**src/qmu_cfg.svh**
```systemverilog
// Offsets, field positions, reset values and limits of the frame status and transmit command block
`ifndef QMU_CFG_SVH
`define QMU_CFG_SVH

// Register indexes; the byte address is four times the index
`define IDX_RX_HEAD_STATUS   10'h07c
`define IDX_RX_HEAD_LENGTH   10'h07e
`define IDX_TX_QUEUE_COMMAND 10'h080
`define IDX_TX_SPACE_REQUEST 10'h09e
`define IDX_RX_RELEASE       10'h0c0
`define IDX_RX_FRAME_COUNT   10'h0c2

// Head status word fields
`define HS_VALID  15
`define HS_TCP    11
`define HS_UDP    10
`define HS_BCAST  7
`define HS_MCAST  6
`define HS_UCAST  5
`define HS_SYMBOL 4
`define HS_TYPE   3
`define HS_LONG   2
`define HS_RUNT   1
`define HS_CRC    0

// Transmit queue command fields
`define TQ_MANUAL 0
`define TQ_WATCH  1
`define TQ_AUTO   2

// Reset values
`define TQ_CMD_RESET    3'h0
`define TX_SPACE_RESET  16'h0000

// Limits: 1500 for the length/type field, 2000 bytes for a frame
`define TYPE_LIMIT 16'h05dc
`define LONG_LIMIT 12'h7d0

// Receive status queue geometry
`define RXQ_DEPTH 16
`define RXQ_AW    4
`define ENTRY_W   24

// Cycles before a new head entry is readable
`define HEAD_SETTLE 2'h2

// Bus responses
`define RESP_OKAY   2'h0
`define RESP_SLVERR 2'h2

`endif

```
**src/qmu_pkg.sv**
```systemverilog
// Types shared by the frame status and transmit command block
package qmu_pkg;
	typedef enum logic [2:0] {
		SEL_NONE,
		SEL_HEAD_STATUS,
		SEL_HEAD_LENGTH,
		SEL_TX_COMMAND,
		SEL_TX_SPACE,
		SEL_RX_RELEASE,
		SEL_RX_COUNT
	} reg_sel_t;

	typedef enum logic [1:0] {
		W_IDLE = 2'b01,
		W_RESP = 2'b10
	} wr_state_t;

	typedef enum logic [1:0] {
		R_IDLE = 2'b01,
		R_DATA = 2'b10
	} rd_state_t;
endpackage

```
**src/rx_frame_status_tx_queue_cmd.sv**
```systemverilog
// Receive head frame status queue, transmit queue command and AXI4-Lite registers
//
// The AXI4-Lite interface to the registers was left to the implementer.
`timescale 1ns/1ps
`include "qmu_cfg.svh"
// How it works
// - Status bit 11 set when head frame has bad TCP checksum.
// - Status bit 10 set when head frame has bad UDP checksum.
// - Status bit 7 set for a broadcast destination.
// - Status bit 6 set for multicast, broadcast included.
// - Status bit 5 set for a unicast destination.
// - Status bit 4 set when a symbol error hit the frame.
// - Status bit 3 set when length/type exceeds 1500.
// - Bit 3 meaningless for runts; it reads zero then.
// - Bit 2 marks frames over 2000 bytes; kept only with pass-bad.
// - Oversize flag never truncates the stored frame.
// - Bit 1 marks runts; kept only with pass-bad.
// - Bit 0 marks CRC failures; kept only with pass-bad.
// - Length word bits 11-0 give head frame bytes; 15-12 zero.
// - Status and length stay readable for the head frame until a release write.
// - A command write setting bit 0 while bit 0 reads clear queues the prepared transmit frame.
// - While bit 2 set, prepared frames queue automatically.
// - Bit 1 arms space watch; event when requested space free.
// - Bit 1 self clears after the frame is sent.
// - Bit 0 queues one frame and self clears when sent.
// - Status bit 15 set only while a complete head frame is valid.
module rx_frame_status_tx_queue_cmd (
	// Clock and reset
	input  wire logic        clk,
	input  wire logic        reset,
	// AXI4-Lite write address and data
	input  wire logic [11:0] awaddr,
	input  wire logic        awvalid,
	output logic             awready,
	input  wire logic [31:0] wdata,
	input  wire logic [3:0]  wstrb,
	input  wire logic        wvalid,
	output logic             wready,
	// AXI4-Lite write response
	output logic      [1:0]  bresp,
	output logic             bvalid,
	input  wire logic        bready,
	// AXI4-Lite read
	input  wire logic [11:0] araddr,
	input  wire logic        arvalid,
	output logic             arready,
	output logic      [31:0] rdata,
	output logic      [1:0]  rresp,
	output logic             rvalid,
	input  wire logic        rready,
	// Receive engine, one pulse per finished frame
	input  wire logic        rx_frame_done,
	input  wire logic [47:0] rx_dest_addr,
	input  wire logic [15:0] rx_length_type,
	input  wire logic [11:0] rx_byte_count,
	input  wire logic        rx_tcp_bad,
	input  wire logic        rx_udp_bad,
	input  wire logic        rx_symbol_error,
	input  wire logic        rx_runt,
	input  wire logic        rx_crc_error,
	input  wire logic        pass_bad_frame,
	output logic      [4:0]  rx_frame_counter,
	// Transmit engine
	input  wire logic        tx_frame_prepared,
	input  wire logic        tx_frame_sent,
	input  wire logic [12:0] tx_free_bytes,
	output logic             tx_enqueue,
	output logic             tx_space_event
);
	import qmu_pkg::*;

	wr_state_t wr_state;
	rd_state_t rd_state;

	logic [11:0] aw_addr_q;
	logic        aw_have;
	logic [31:0] w_data_q;
	logic [3:0]  w_strb_q;
	logic        w_have;
	logic        wr_fire;
	reg_sel_t    wr_sel;

	logic [15:0] tx_space_request;
	logic [2:0]  tx_queue_command;
	logic        cmd_write;

	logic [`RXQ_AW-1:0]  wr_ptr;
	logic [`RXQ_AW-1:0]  rd_ptr;
	logic [`RXQ_AW:0]    count;
	logic [1:0]          settle;
	logic [`ENTRY_W-1:0] head_entry;
	logic [`ENTRY_W-1:0] new_entry;
	logic [11:0]         new_status;
	logic                frame_bad;
	logic                push;
	logic                pop;
	logic                head_frame_valid;
	logic [15:0]         rx_head_status;
	logic [15:0]         rx_head_length;

	// Register select from a byte address
	function automatic reg_sel_t decode(input logic [11:0] addr);
		reg_sel_t sel;
		sel = SEL_NONE;
		unique case (addr[11:2])
			`IDX_RX_HEAD_STATUS: begin
				sel = SEL_HEAD_STATUS;
			end
			`IDX_RX_HEAD_LENGTH: begin
				sel = SEL_HEAD_LENGTH;
			end
			`IDX_TX_QUEUE_COMMAND: begin
				sel = SEL_TX_COMMAND;
			end
			`IDX_TX_SPACE_REQUEST: begin
				sel = SEL_TX_SPACE;
			end
			`IDX_RX_RELEASE: begin
				sel = SEL_RX_RELEASE;
			end
			`IDX_RX_FRAME_COUNT: begin
				sel = SEL_RX_COUNT;
			end
			default: begin
				sel = SEL_NONE;
			end
		endcase
		return sel;
	endfunction

	// Byte lane merge of a 16-bit register
	function automatic logic [15:0] merge16(
		input logic [15:0] old,
		input logic [31:0] data,
		input logic [3:0]  strb
	);
		logic [15:0] res;
		res = old;
		if (strb[0]) begin
			res[7:0] = data[7:0];
		end
		if (strb[1]) begin
			res[15:8] = data[15:8];
		end
		return res;
	endfunction

	// Write channel
	assign awready = (wr_state == W_IDLE) && !aw_have;
	assign wready  = (wr_state == W_IDLE) && !w_have;
	assign bvalid  = (wr_state == W_RESP);
	assign wr_fire = (wr_state == W_IDLE) && aw_have && w_have;
	assign wr_sel  = decode(aw_addr_q);

	always_ff @(posedge clk) begin
		if (reset) begin
			aw_have   <= 1'b0;
			aw_addr_q <= 12'h000;
		end else if (awvalid && awready) begin
			aw_have   <= 1'b1;
			aw_addr_q <= awaddr;
		end else if (wr_fire) begin
			aw_have <= 1'b0;
		end
	end

	always_ff @(posedge clk) begin
		if (reset) begin
			w_have   <= 1'b0;
			w_data_q <= 32'h0000_0000;
			w_strb_q <= 4'h0;
		end else if (wvalid && wready) begin
			w_have   <= 1'b1;
			w_data_q <= wdata;
			w_strb_q <= wstrb;
		end else if (wr_fire) begin
			w_have <= 1'b0;
		end
	end

	always_ff @(posedge clk) begin
		if (reset) begin
			wr_state <= W_IDLE;
			bresp    <= `RESP_OKAY;
		end else begin
			unique case (wr_state)
				W_IDLE: begin
					if (wr_fire) begin
						wr_state <= W_RESP;
						bresp    <= (wr_sel == SEL_NONE) ? `RESP_SLVERR : `RESP_OKAY;
					end
				end
				W_RESP: begin
					if (bready) begin
						wr_state <= W_IDLE;
					end
				end
			endcase
		end
	end

	// Software writable registers
	always_ff @(posedge clk) begin
		if (reset) begin
			tx_space_request <= `TX_SPACE_RESET;
		end else if (wr_fire && wr_sel == SEL_TX_SPACE) begin
			tx_space_request <= merge16(tx_space_request, w_data_q, w_strb_q);
		end
	end

	// command write reaches the queue logic
	assign cmd_write = wr_fire && (wr_sel == SEL_TX_COMMAND) && w_strb_q[0];

	tx_queue_ctrl u_tx_queue_ctrl (
		.clk            (clk),
		.reset          (reset),
		.cmd_write      (cmd_write),
		.cmd_data       (w_data_q[2:0]),
		.cmd_state      (tx_queue_command),
		.frame_prepared (tx_frame_prepared),
		.frame_sent     (tx_frame_sent),
		.free_bytes     (tx_free_bytes),
		.space_request  (tx_space_request),
		.enqueue        (tx_enqueue),
		.space_event    (tx_space_event)
	);

	// Read channel
	assign arready = (rd_state == R_IDLE);
	assign rvalid  = (rd_state == R_DATA);

	always_ff @(posedge clk) begin
		if (reset) begin
			rd_state <= R_IDLE;
			rdata    <= 32'h0000_0000;
			rresp    <= `RESP_OKAY;
		end else begin
			unique case (rd_state)
				R_IDLE: begin
					if (arvalid) begin
						rd_state <= R_DATA;
						rresp    <= `RESP_OKAY;
						unique case (decode(araddr))
							SEL_HEAD_STATUS: begin
								rdata <= {16'h0000, rx_head_status};
							end
							SEL_HEAD_LENGTH: begin
								rdata <= {16'h0000, rx_head_length};
							end
							SEL_TX_COMMAND: begin
								rdata <= {29'h0, tx_queue_command};
							end
							SEL_TX_SPACE: begin
								rdata <= {16'h0000, tx_space_request};
							end
							SEL_RX_RELEASE: begin
								rdata <= 32'h0000_0000;
							end
							SEL_RX_COUNT: begin
								rdata <= {27'h0, count};
							end
							SEL_NONE: begin
								rdata <= 32'h0000_0000;
								rresp <= `RESP_SLVERR;
							end
						endcase
					end
				end
				R_DATA: begin
					if (rready) begin
						rd_state <= R_IDLE;
					end
				end
			endcase
		end
	end

	// Status of a finishing frame
	always_comb begin
		new_status = 12'h000;
		new_status[`HS_TCP] = rx_tcp_bad;
		new_status[`HS_UDP] = rx_udp_bad;
		new_status[`HS_BCAST] = &rx_dest_addr;
		new_status[`HS_MCAST] = rx_dest_addr[40];
		new_status[`HS_UCAST] = !rx_dest_addr[40];
		new_status[`HS_SYMBOL] = rx_symbol_error;
		new_status[`HS_TYPE] = (rx_length_type > `TYPE_LIMIT) && !rx_runt;
		new_status[`HS_LONG] = rx_byte_count > `LONG_LIMIT;
		new_status[`HS_RUNT] = rx_runt;
		new_status[`HS_CRC] = rx_crc_error;
	end

	// full byte count kept whatever the flag
	assign new_entry = {new_status, rx_byte_count};
	assign frame_bad = new_status[`HS_LONG] || rx_runt || rx_crc_error;

	assign push = rx_frame_done && (!frame_bad || pass_bad_frame)
		&& (count != 5'(`RXQ_DEPTH));

	assign pop = wr_fire && (wr_sel == SEL_RX_RELEASE) && w_strb_q[0]
		&& w_data_q[0] && head_frame_valid;

	rx_status_mem u_rx_status_mem (
		.clk     (clk),
		.reset   (reset),
		.wr_en   (push),
		.wr_addr (wr_ptr),
		.wr_data (new_entry),
		.rd_addr (rd_ptr),
		.rd_data (head_entry)
	);

	always_ff @(posedge clk) begin
		if (reset) begin
			wr_ptr <= '0;
		end else if (push) begin
			wr_ptr <= wr_ptr + 1'b1;
		end
	end

	always_ff @(posedge clk) begin
		if (reset) begin
			rd_ptr <= '0;
		end else if (pop) begin
			rd_ptr <= rd_ptr + 1'b1;
		end
	end

	always_ff @(posedge clk) begin
		if (reset) begin
			count <= '0;
		end else if (push && !pop) begin
			count <= count + 1'b1;
		end else if (pop && !push) begin
			count <= count - 1'b1;
		end
	end

	always_ff @(posedge clk) begin
		if (reset) begin
			settle <= 2'h0;
		end else if (pop || (push && count == '0)) begin
			settle <= `HEAD_SETTLE;
		end else if (settle != 2'h0) begin
			settle <= settle - 1'b1;
		end
	end

	assign head_frame_valid = (count != '0) && (settle == 2'h0);

	always_comb begin
		rx_head_status = 16'h0000;
		rx_head_status[`HS_VALID] = head_frame_valid;
		rx_head_status[11:0] = head_frame_valid ? head_entry[23:12] : 12'h000;
	end

	assign rx_head_length = {4'h0, head_frame_valid ? head_entry[11:0] : 12'h000};

	assign rx_frame_counter = count;
endmodule

```
**src/rx_status_mem.sv**
```systemverilog
// Storage for the status of received frames waiting in the receive queue
`timescale 1ns/1ps
`include "qmu_cfg.svh"
module rx_status_mem (
	// Clock and reset
	input  wire logic                clk,
	input  wire logic                reset,
	// Write port
	input  wire logic                wr_en,
	input  wire logic [`RXQ_AW-1:0]  wr_addr,
	input  wire logic [`ENTRY_W-1:0] wr_data,
	// Read port, data one cycle after the address
	input  wire logic [`RXQ_AW-1:0]  rd_addr,
	output logic      [`ENTRY_W-1:0] rd_data
);
	logic [`ENTRY_W-1:0] store [`RXQ_DEPTH];

	always_ff @(posedge clk) begin
		if (wr_en) begin
			store[wr_addr] <= wr_data;
		end
	end

	always_ff @(posedge clk) begin
		if (reset) begin
			rd_data <= '0;
		end else begin
			rd_data <= store[rd_addr];
		end
	end
endmodule

```
**src/tx_queue_ctrl.sv**
```systemverilog
// Transmit queue command bits: manual and automatic enqueue, free space watch
`timescale 1ns/1ps
`include "qmu_cfg.svh"
module tx_queue_ctrl (
	// Clock and reset
	input  wire logic        clk,
	input  wire logic        reset,
	// Command register access
	input  wire logic        cmd_write,
	input  wire logic [2:0]  cmd_data,
	output logic      [2:0]  cmd_state,
	// Transmit engine
	input  wire logic        frame_prepared,
	input  wire logic        frame_sent,
	input  wire logic [12:0] free_bytes,
	input  wire logic [15:0] space_request,
	output logic             enqueue,
	output logic             space_event
);
	logic armed;
	logic manual_go;
	logic auto_go;
	logic space_hit;

	assign manual_go = cmd_write && cmd_data[`TQ_MANUAL] && !cmd_state[`TQ_MANUAL];
	assign auto_go   = cmd_state[`TQ_AUTO] && frame_prepared;
	assign space_hit = armed && ({3'h0, free_bytes} >= space_request);

	always_ff @(posedge clk) begin
		if (reset) begin
			cmd_state <= `TQ_CMD_RESET;
		end else begin
			cmd_state[`TQ_MANUAL] <= manual_go || (cmd_state[`TQ_MANUAL] && !frame_sent);
			cmd_state[`TQ_WATCH] <= (cmd_write && cmd_data[`TQ_WATCH])
				|| (cmd_state[`TQ_WATCH] && !frame_sent);
			if (cmd_write) begin
				cmd_state[`TQ_AUTO] <= cmd_data[`TQ_AUTO];
			end
		end
	end

	always_ff @(posedge clk) begin
		if (reset) begin
			armed <= 1'b0;
		end else if (cmd_write && cmd_data[`TQ_WATCH]) begin
			armed <= 1'b1;
		end else if (space_hit) begin
			armed <= 1'b0;
		end
	end

	always_ff @(posedge clk) begin
		if (reset) begin
			enqueue     <= 1'b0;
			space_event <= 1'b0;
		end else begin
			enqueue     <= manual_go || auto_go;
			space_event <= space_hit;
		end
	end
endmodule
```
**config.mk**
```make
export PLATFORM = sky130hd
export DESIGN_NAME = rx_frame_status_tx_queue_cmd
export DESIGN_NICKNAME = d
export VERILOG_FILES = /design/src/qmu_pkg.sv /design/src/rx_frame_status_tx_queue_cmd.sv /design/src/rx_status_mem.sv /design/src/tx_queue_ctrl.sv
export VERILOG_INCLUDE_DIRS = /design/src
export SDC_FILE = /design/constraint.sdc
export NUM_CORES = 1
export LEC_CHECK = 0
export ABC_CLOCK_PERIOD_IN_PS = 3600
export BUFFER_PORTS_ARGS = -buffer_cell sky130_fd_sc_hd__clkbuf_2
export CAP_MARGIN = 25
export CELL_PAD_IN_SITES_DETAIL_PLACEMENT = 0
export CELL_PAD_IN_SITES_GLOBAL_PLACEMENT = 2
export CORE_MARGIN = 2
export CORE_UTILIZATION = 38
export CTS_CLUSTER_DIAMETER = 120
export DETAILED_ROUTE_END_ITERATION = 10
export PLACE_DENSITY_LB_ADDON = 0.1
export SETUP_SLACK_MARGIN = 0.05
export SLEW_MARGIN = 5
export SYNTH_ARGS = -nofsm -noshare
export SYNTH_HDL_FRONTEND = slang
export SYNTH_SLANG_ARGS = --single-unit
```
**constraint.sdc**
```tcl
create_clock -name clk -period 3.6 [get_ports clk]
set_input_delay 0.36 -clock clk [delete_from_list [all_inputs] [get_ports clk]]
set_output_delay 0.36 -clock clk [all_outputs]
set_load 0.005 [all_outputs]
```
==> results.json <==
{
  "setup_viol": 0,
  "cts_max_level": 2,
  "pin_count": 213,
  "cp_data_required_time_ns": 4.10,
  "grt_setup_unrepaired": "true",
  "timing.slew.headroom": 0.353,
  "ys.flop_type": "edfxtp_1",
  "port_buffers": 172,
  "grt_use_total": 0.189,
  "final_cells": 2053,
  "drive_above_1_share": 0.318,
  "n_antenna_cell": 0,
  "yosys-top-cells-count": "352 x edfxtp_1, 111 x dfxtp_1, 110 x mux4_2, 89 x nand2_1, 72 x a21oi_1",
  "routed_wl_mm": 46.9,
  "ys_warn_count": 0,
  "drv_cap": 0,
  "start_util": 0.387,
  "power_density_nw_per_um2": 514,
  "numCtsBuffers": 50,
  "post-route-util": 0.470,
  "core_sq_um": 47800,
  "dieArea_sq_um": 50500,
  "cts_buffer_depth": 3,
  "grt_pass1_wl_mm": 70.0,
  "clkTransAtPathRegs_ns": 0.06,
  "rows": 80,
  "drtAntennaViolNets": 0,
  "dp.cells": 1938,
  "antenna_found_initial": 1,
  "crit_top_cell": "or4_4",
  "synth_top_area_frac": 0.571,
  "fin_crit_sh": 0.960,
  "hold_class": "in -> reg",
  "clk_latency_ns": 0.60,
  "synth_area_sq_um": 18500,
  "ys_async_sr_fraction": 0,
  "cts_tree": "built",
  "synthDistinctLibCells": 62,
  "ir_drop_uv": 344,
  "endpoint_kind": "flip-flop",
  "synth_seq_cells": 463,
  "worstSetupStartpointType": "flip-flop",
  "fin_nets": 1591,
  "fin_skew_ns": 0.0298,
  "cp_cell_sequence": "or4_4, or3_4, or4_4, or2_4, ha_2, inv_2, ha_4, a21o_1, a21oi_2, xnor2_1, or3_1, a21oi_1",
  "static-leakage-power_uw": 0.00757,
  "critPathMaxStageDelay_ns": 0.55,
  "timing.final.max_slew_violations": 0,
  "netlist_instances": 1143,
  "nFillCells": 4222,
  "dr.first_iter.drc_count": 801,
  "crit_buf_inv": 1,
  "syn2layout_area_growth_pct": 21.7,
  "grt_overflow": 0,
  "yosys.area.top_type": "edfxtp_1",
  "arrival_ns": 3.95,
  "yosysMostFrequentCell": "edfxtp_1",
  "status": "complete, no violations",
  "viasPerCell": 5.22,
  "min_period_ns": 3.46,
  "first_global_vias": 11000,
  "worst_slew_pin_slew_ns": 0.970,
  "syn_area_per_cell_sq_um": 16.2,
  "avgRoutedWirePerCell_um": 22.9,
  "path_max_fanout": 4,
  "crit_family": "simple AND/OR/NAND/NOR gates",
  "fmax_mhz": 289,
  "dp_hpwl_mm": 30.1,
  "cpMaxStageDelayCell": "or4_4",
  "synth_area_leaders": "edfxtp_1 57%, mux4_2 13%, dfxtp_1 12%",
  "critical_path_class": "reg -> reg",
  "final-hold-violation-count": 0,
  "die-width_um": 225,
  "vias": 10700,
  "gp_congestion": 0.748,
  "chipHeight_um": 225,
  "root_buffer": "clkbuf_16",
  "drc_errors": 0,
  "synth_edf_count": 352,
  "drt-pass1-iter-count": 4,
  "clock_sinks": 463,
  "grt_max_degree": 88,
  "seq_area_frac_synth": 0.692
}
==> final timing paths <==
| check | startpoint | endpoint | slack (ns) | depth (start not counted) |
|---|---|---|---|---|
| max | aw_addr_q[11] | rx_frame_counter[4] | 0.14 | 12 |
| min | tx_frame_prepared | u_tx_queue_ctrl.enqueue | 0.03 | 3 |
| max reg2reg | aw_addr_q[11] | rx_frame_counter[4] | 0.14 | 12 |
| min reg2reg | rdata[14] | rdata[14] | 0.45 | 2 |
==> what timing repair did <==
item | CTS | global route
hold buffers | 25 | 0
endpoints found under the setup margin | 1 | 1
resized for setup | 2 | 4
cloned | 0 | 0
endpoints found under the hold margin | 26 | 0
pin swaps | 0 | 2
buffers inserted | 0 | 2
==> registers in the layout, summed over array words and instances (netlist names), 2 cells and up <==
signal,flops
rd_ptr,4
w_data_q,16
u_rx_status_mem.rd_data,22
u_rx_status_mem.store,352
tx_space_request,16
settle,2
aw_addr_q,10
w_strb_q,2
rx_frame_counter,5
wr_ptr,4
u_tx_queue_ctrl.cmd_state,3
rdata,16
rd_state,2
wr_state,2
==> where the power goes <==
part | internal, uW | switching, uW
registers | 5850 | 58.3
clock network | 2840 | 2090
logic | 317 | 409
==> cell families (layout without fill, tap and decap cells) <==
family | after synthesis | count (layout) | share of synthesized area
DFF | 463 | 463 | 0.692
and+or+nand+nor | 281 | 281 | 0.0789
AOI/OAI and AO/OA | 154 | 154 | 0.0502
muxes | 114 | 114 | 0.136
buffers and inverters | 103 | 381 | 0.0251
adders and majority gates | 23 | 23 | 0.0160
xor gates and xnor gates | 4 | 4 | 0.00189
other | 1 | 18 | 0.000203
==> cells in the final DEF (no fill, tap or decap), types with 18 or more instances in the layout <==
cell | synthesis | routed
buf_12 | 0 | 18
nor2_1 | 41 | 29
o21ai_0 | 30 | 30
conb_1 | 1 | 18
dlygate4sd3_1 | 0 | 25
clkbuf_16 | 0 | 51
inv_1 | 26 | 25
nand4_1 | 29 | 29
nor2b_1 | 28 | 28
clkbuf_2 | 1 | 171
a21oi_1 | 72 | 71
ha_1 | 22 | 20
dfxtp_1 | 111 | 108
buf_4 | 18 | 53
edfxtp_1 | 352 | 352
nand2_1 | 89 | 89
mux4_2 | 110 | 110
==> layout make-up <==
class | instances | area, sq um | area share
Clock buffer | 61 | 1320 | 0.0588
Clock inverter | 26 | 249 | 0.0111
Inverter | 26 | 97.6 | 0.00434
Multi-Input combinational cell | 594 | 5390 | 0.239
Sequential cell | 463 | 12800 | 0.569
Tap cell | 615 | 769 | 0.0342
Timing Repair Buffer | 268 | 1880 | 0.0833
==> per-layer routing <==
metal | up-vias | wire, um | global-route usage
met3 | 55 | 1990 | 0.0282
met4 | 0 | 967 | 0.0615
met2 | 237 | 22700 | 0.309
li1 | 4982 | - | -
met1 | 5433 | 21300 | 0.261
met5 | - | 0 | 0
==> per-stage QoR <==
step | TNS (ns) | cell area (sq um) | hold slack [ns] | power (uW) | setup slack (ns)
2_1_floorplan | 0 | 18600 | 0.426 | 6360 | 0.0746
3_3_place_gp | -0.00757 | 20600 | 0.441 | 6710 | -0.00757
3_5_place_dp | -0.0327 | 20600 | 0.443 | 6720 | -0.0327
4_1_cts | 0 | 22500 | 0.00119 | 11700 | 0.0514
5_1_grt | 0 | 22500 | 0.0235 | 12000 | 0.0251
6_report | 0 | 22500 | 0.0322 | 11600 | 0.143
==> worst reg2reg max path, delay by kind of cell (launching register included) <==
| kind | cells | cell delay, ns |
|---|---|---|
| and+or+nand+nor | 5 | 2.00 |
| AOI/OAI and AO/OA | 3 | 0.44 |
| adders and majority gates | 2 | 0.40 |
| DFF | 1 | 0.32 |
| buffers and inverters | 1 | 0.10 |
| xor gates and xnor gates | 1 | 0.09 |
(Power assumes the default switching activity.)
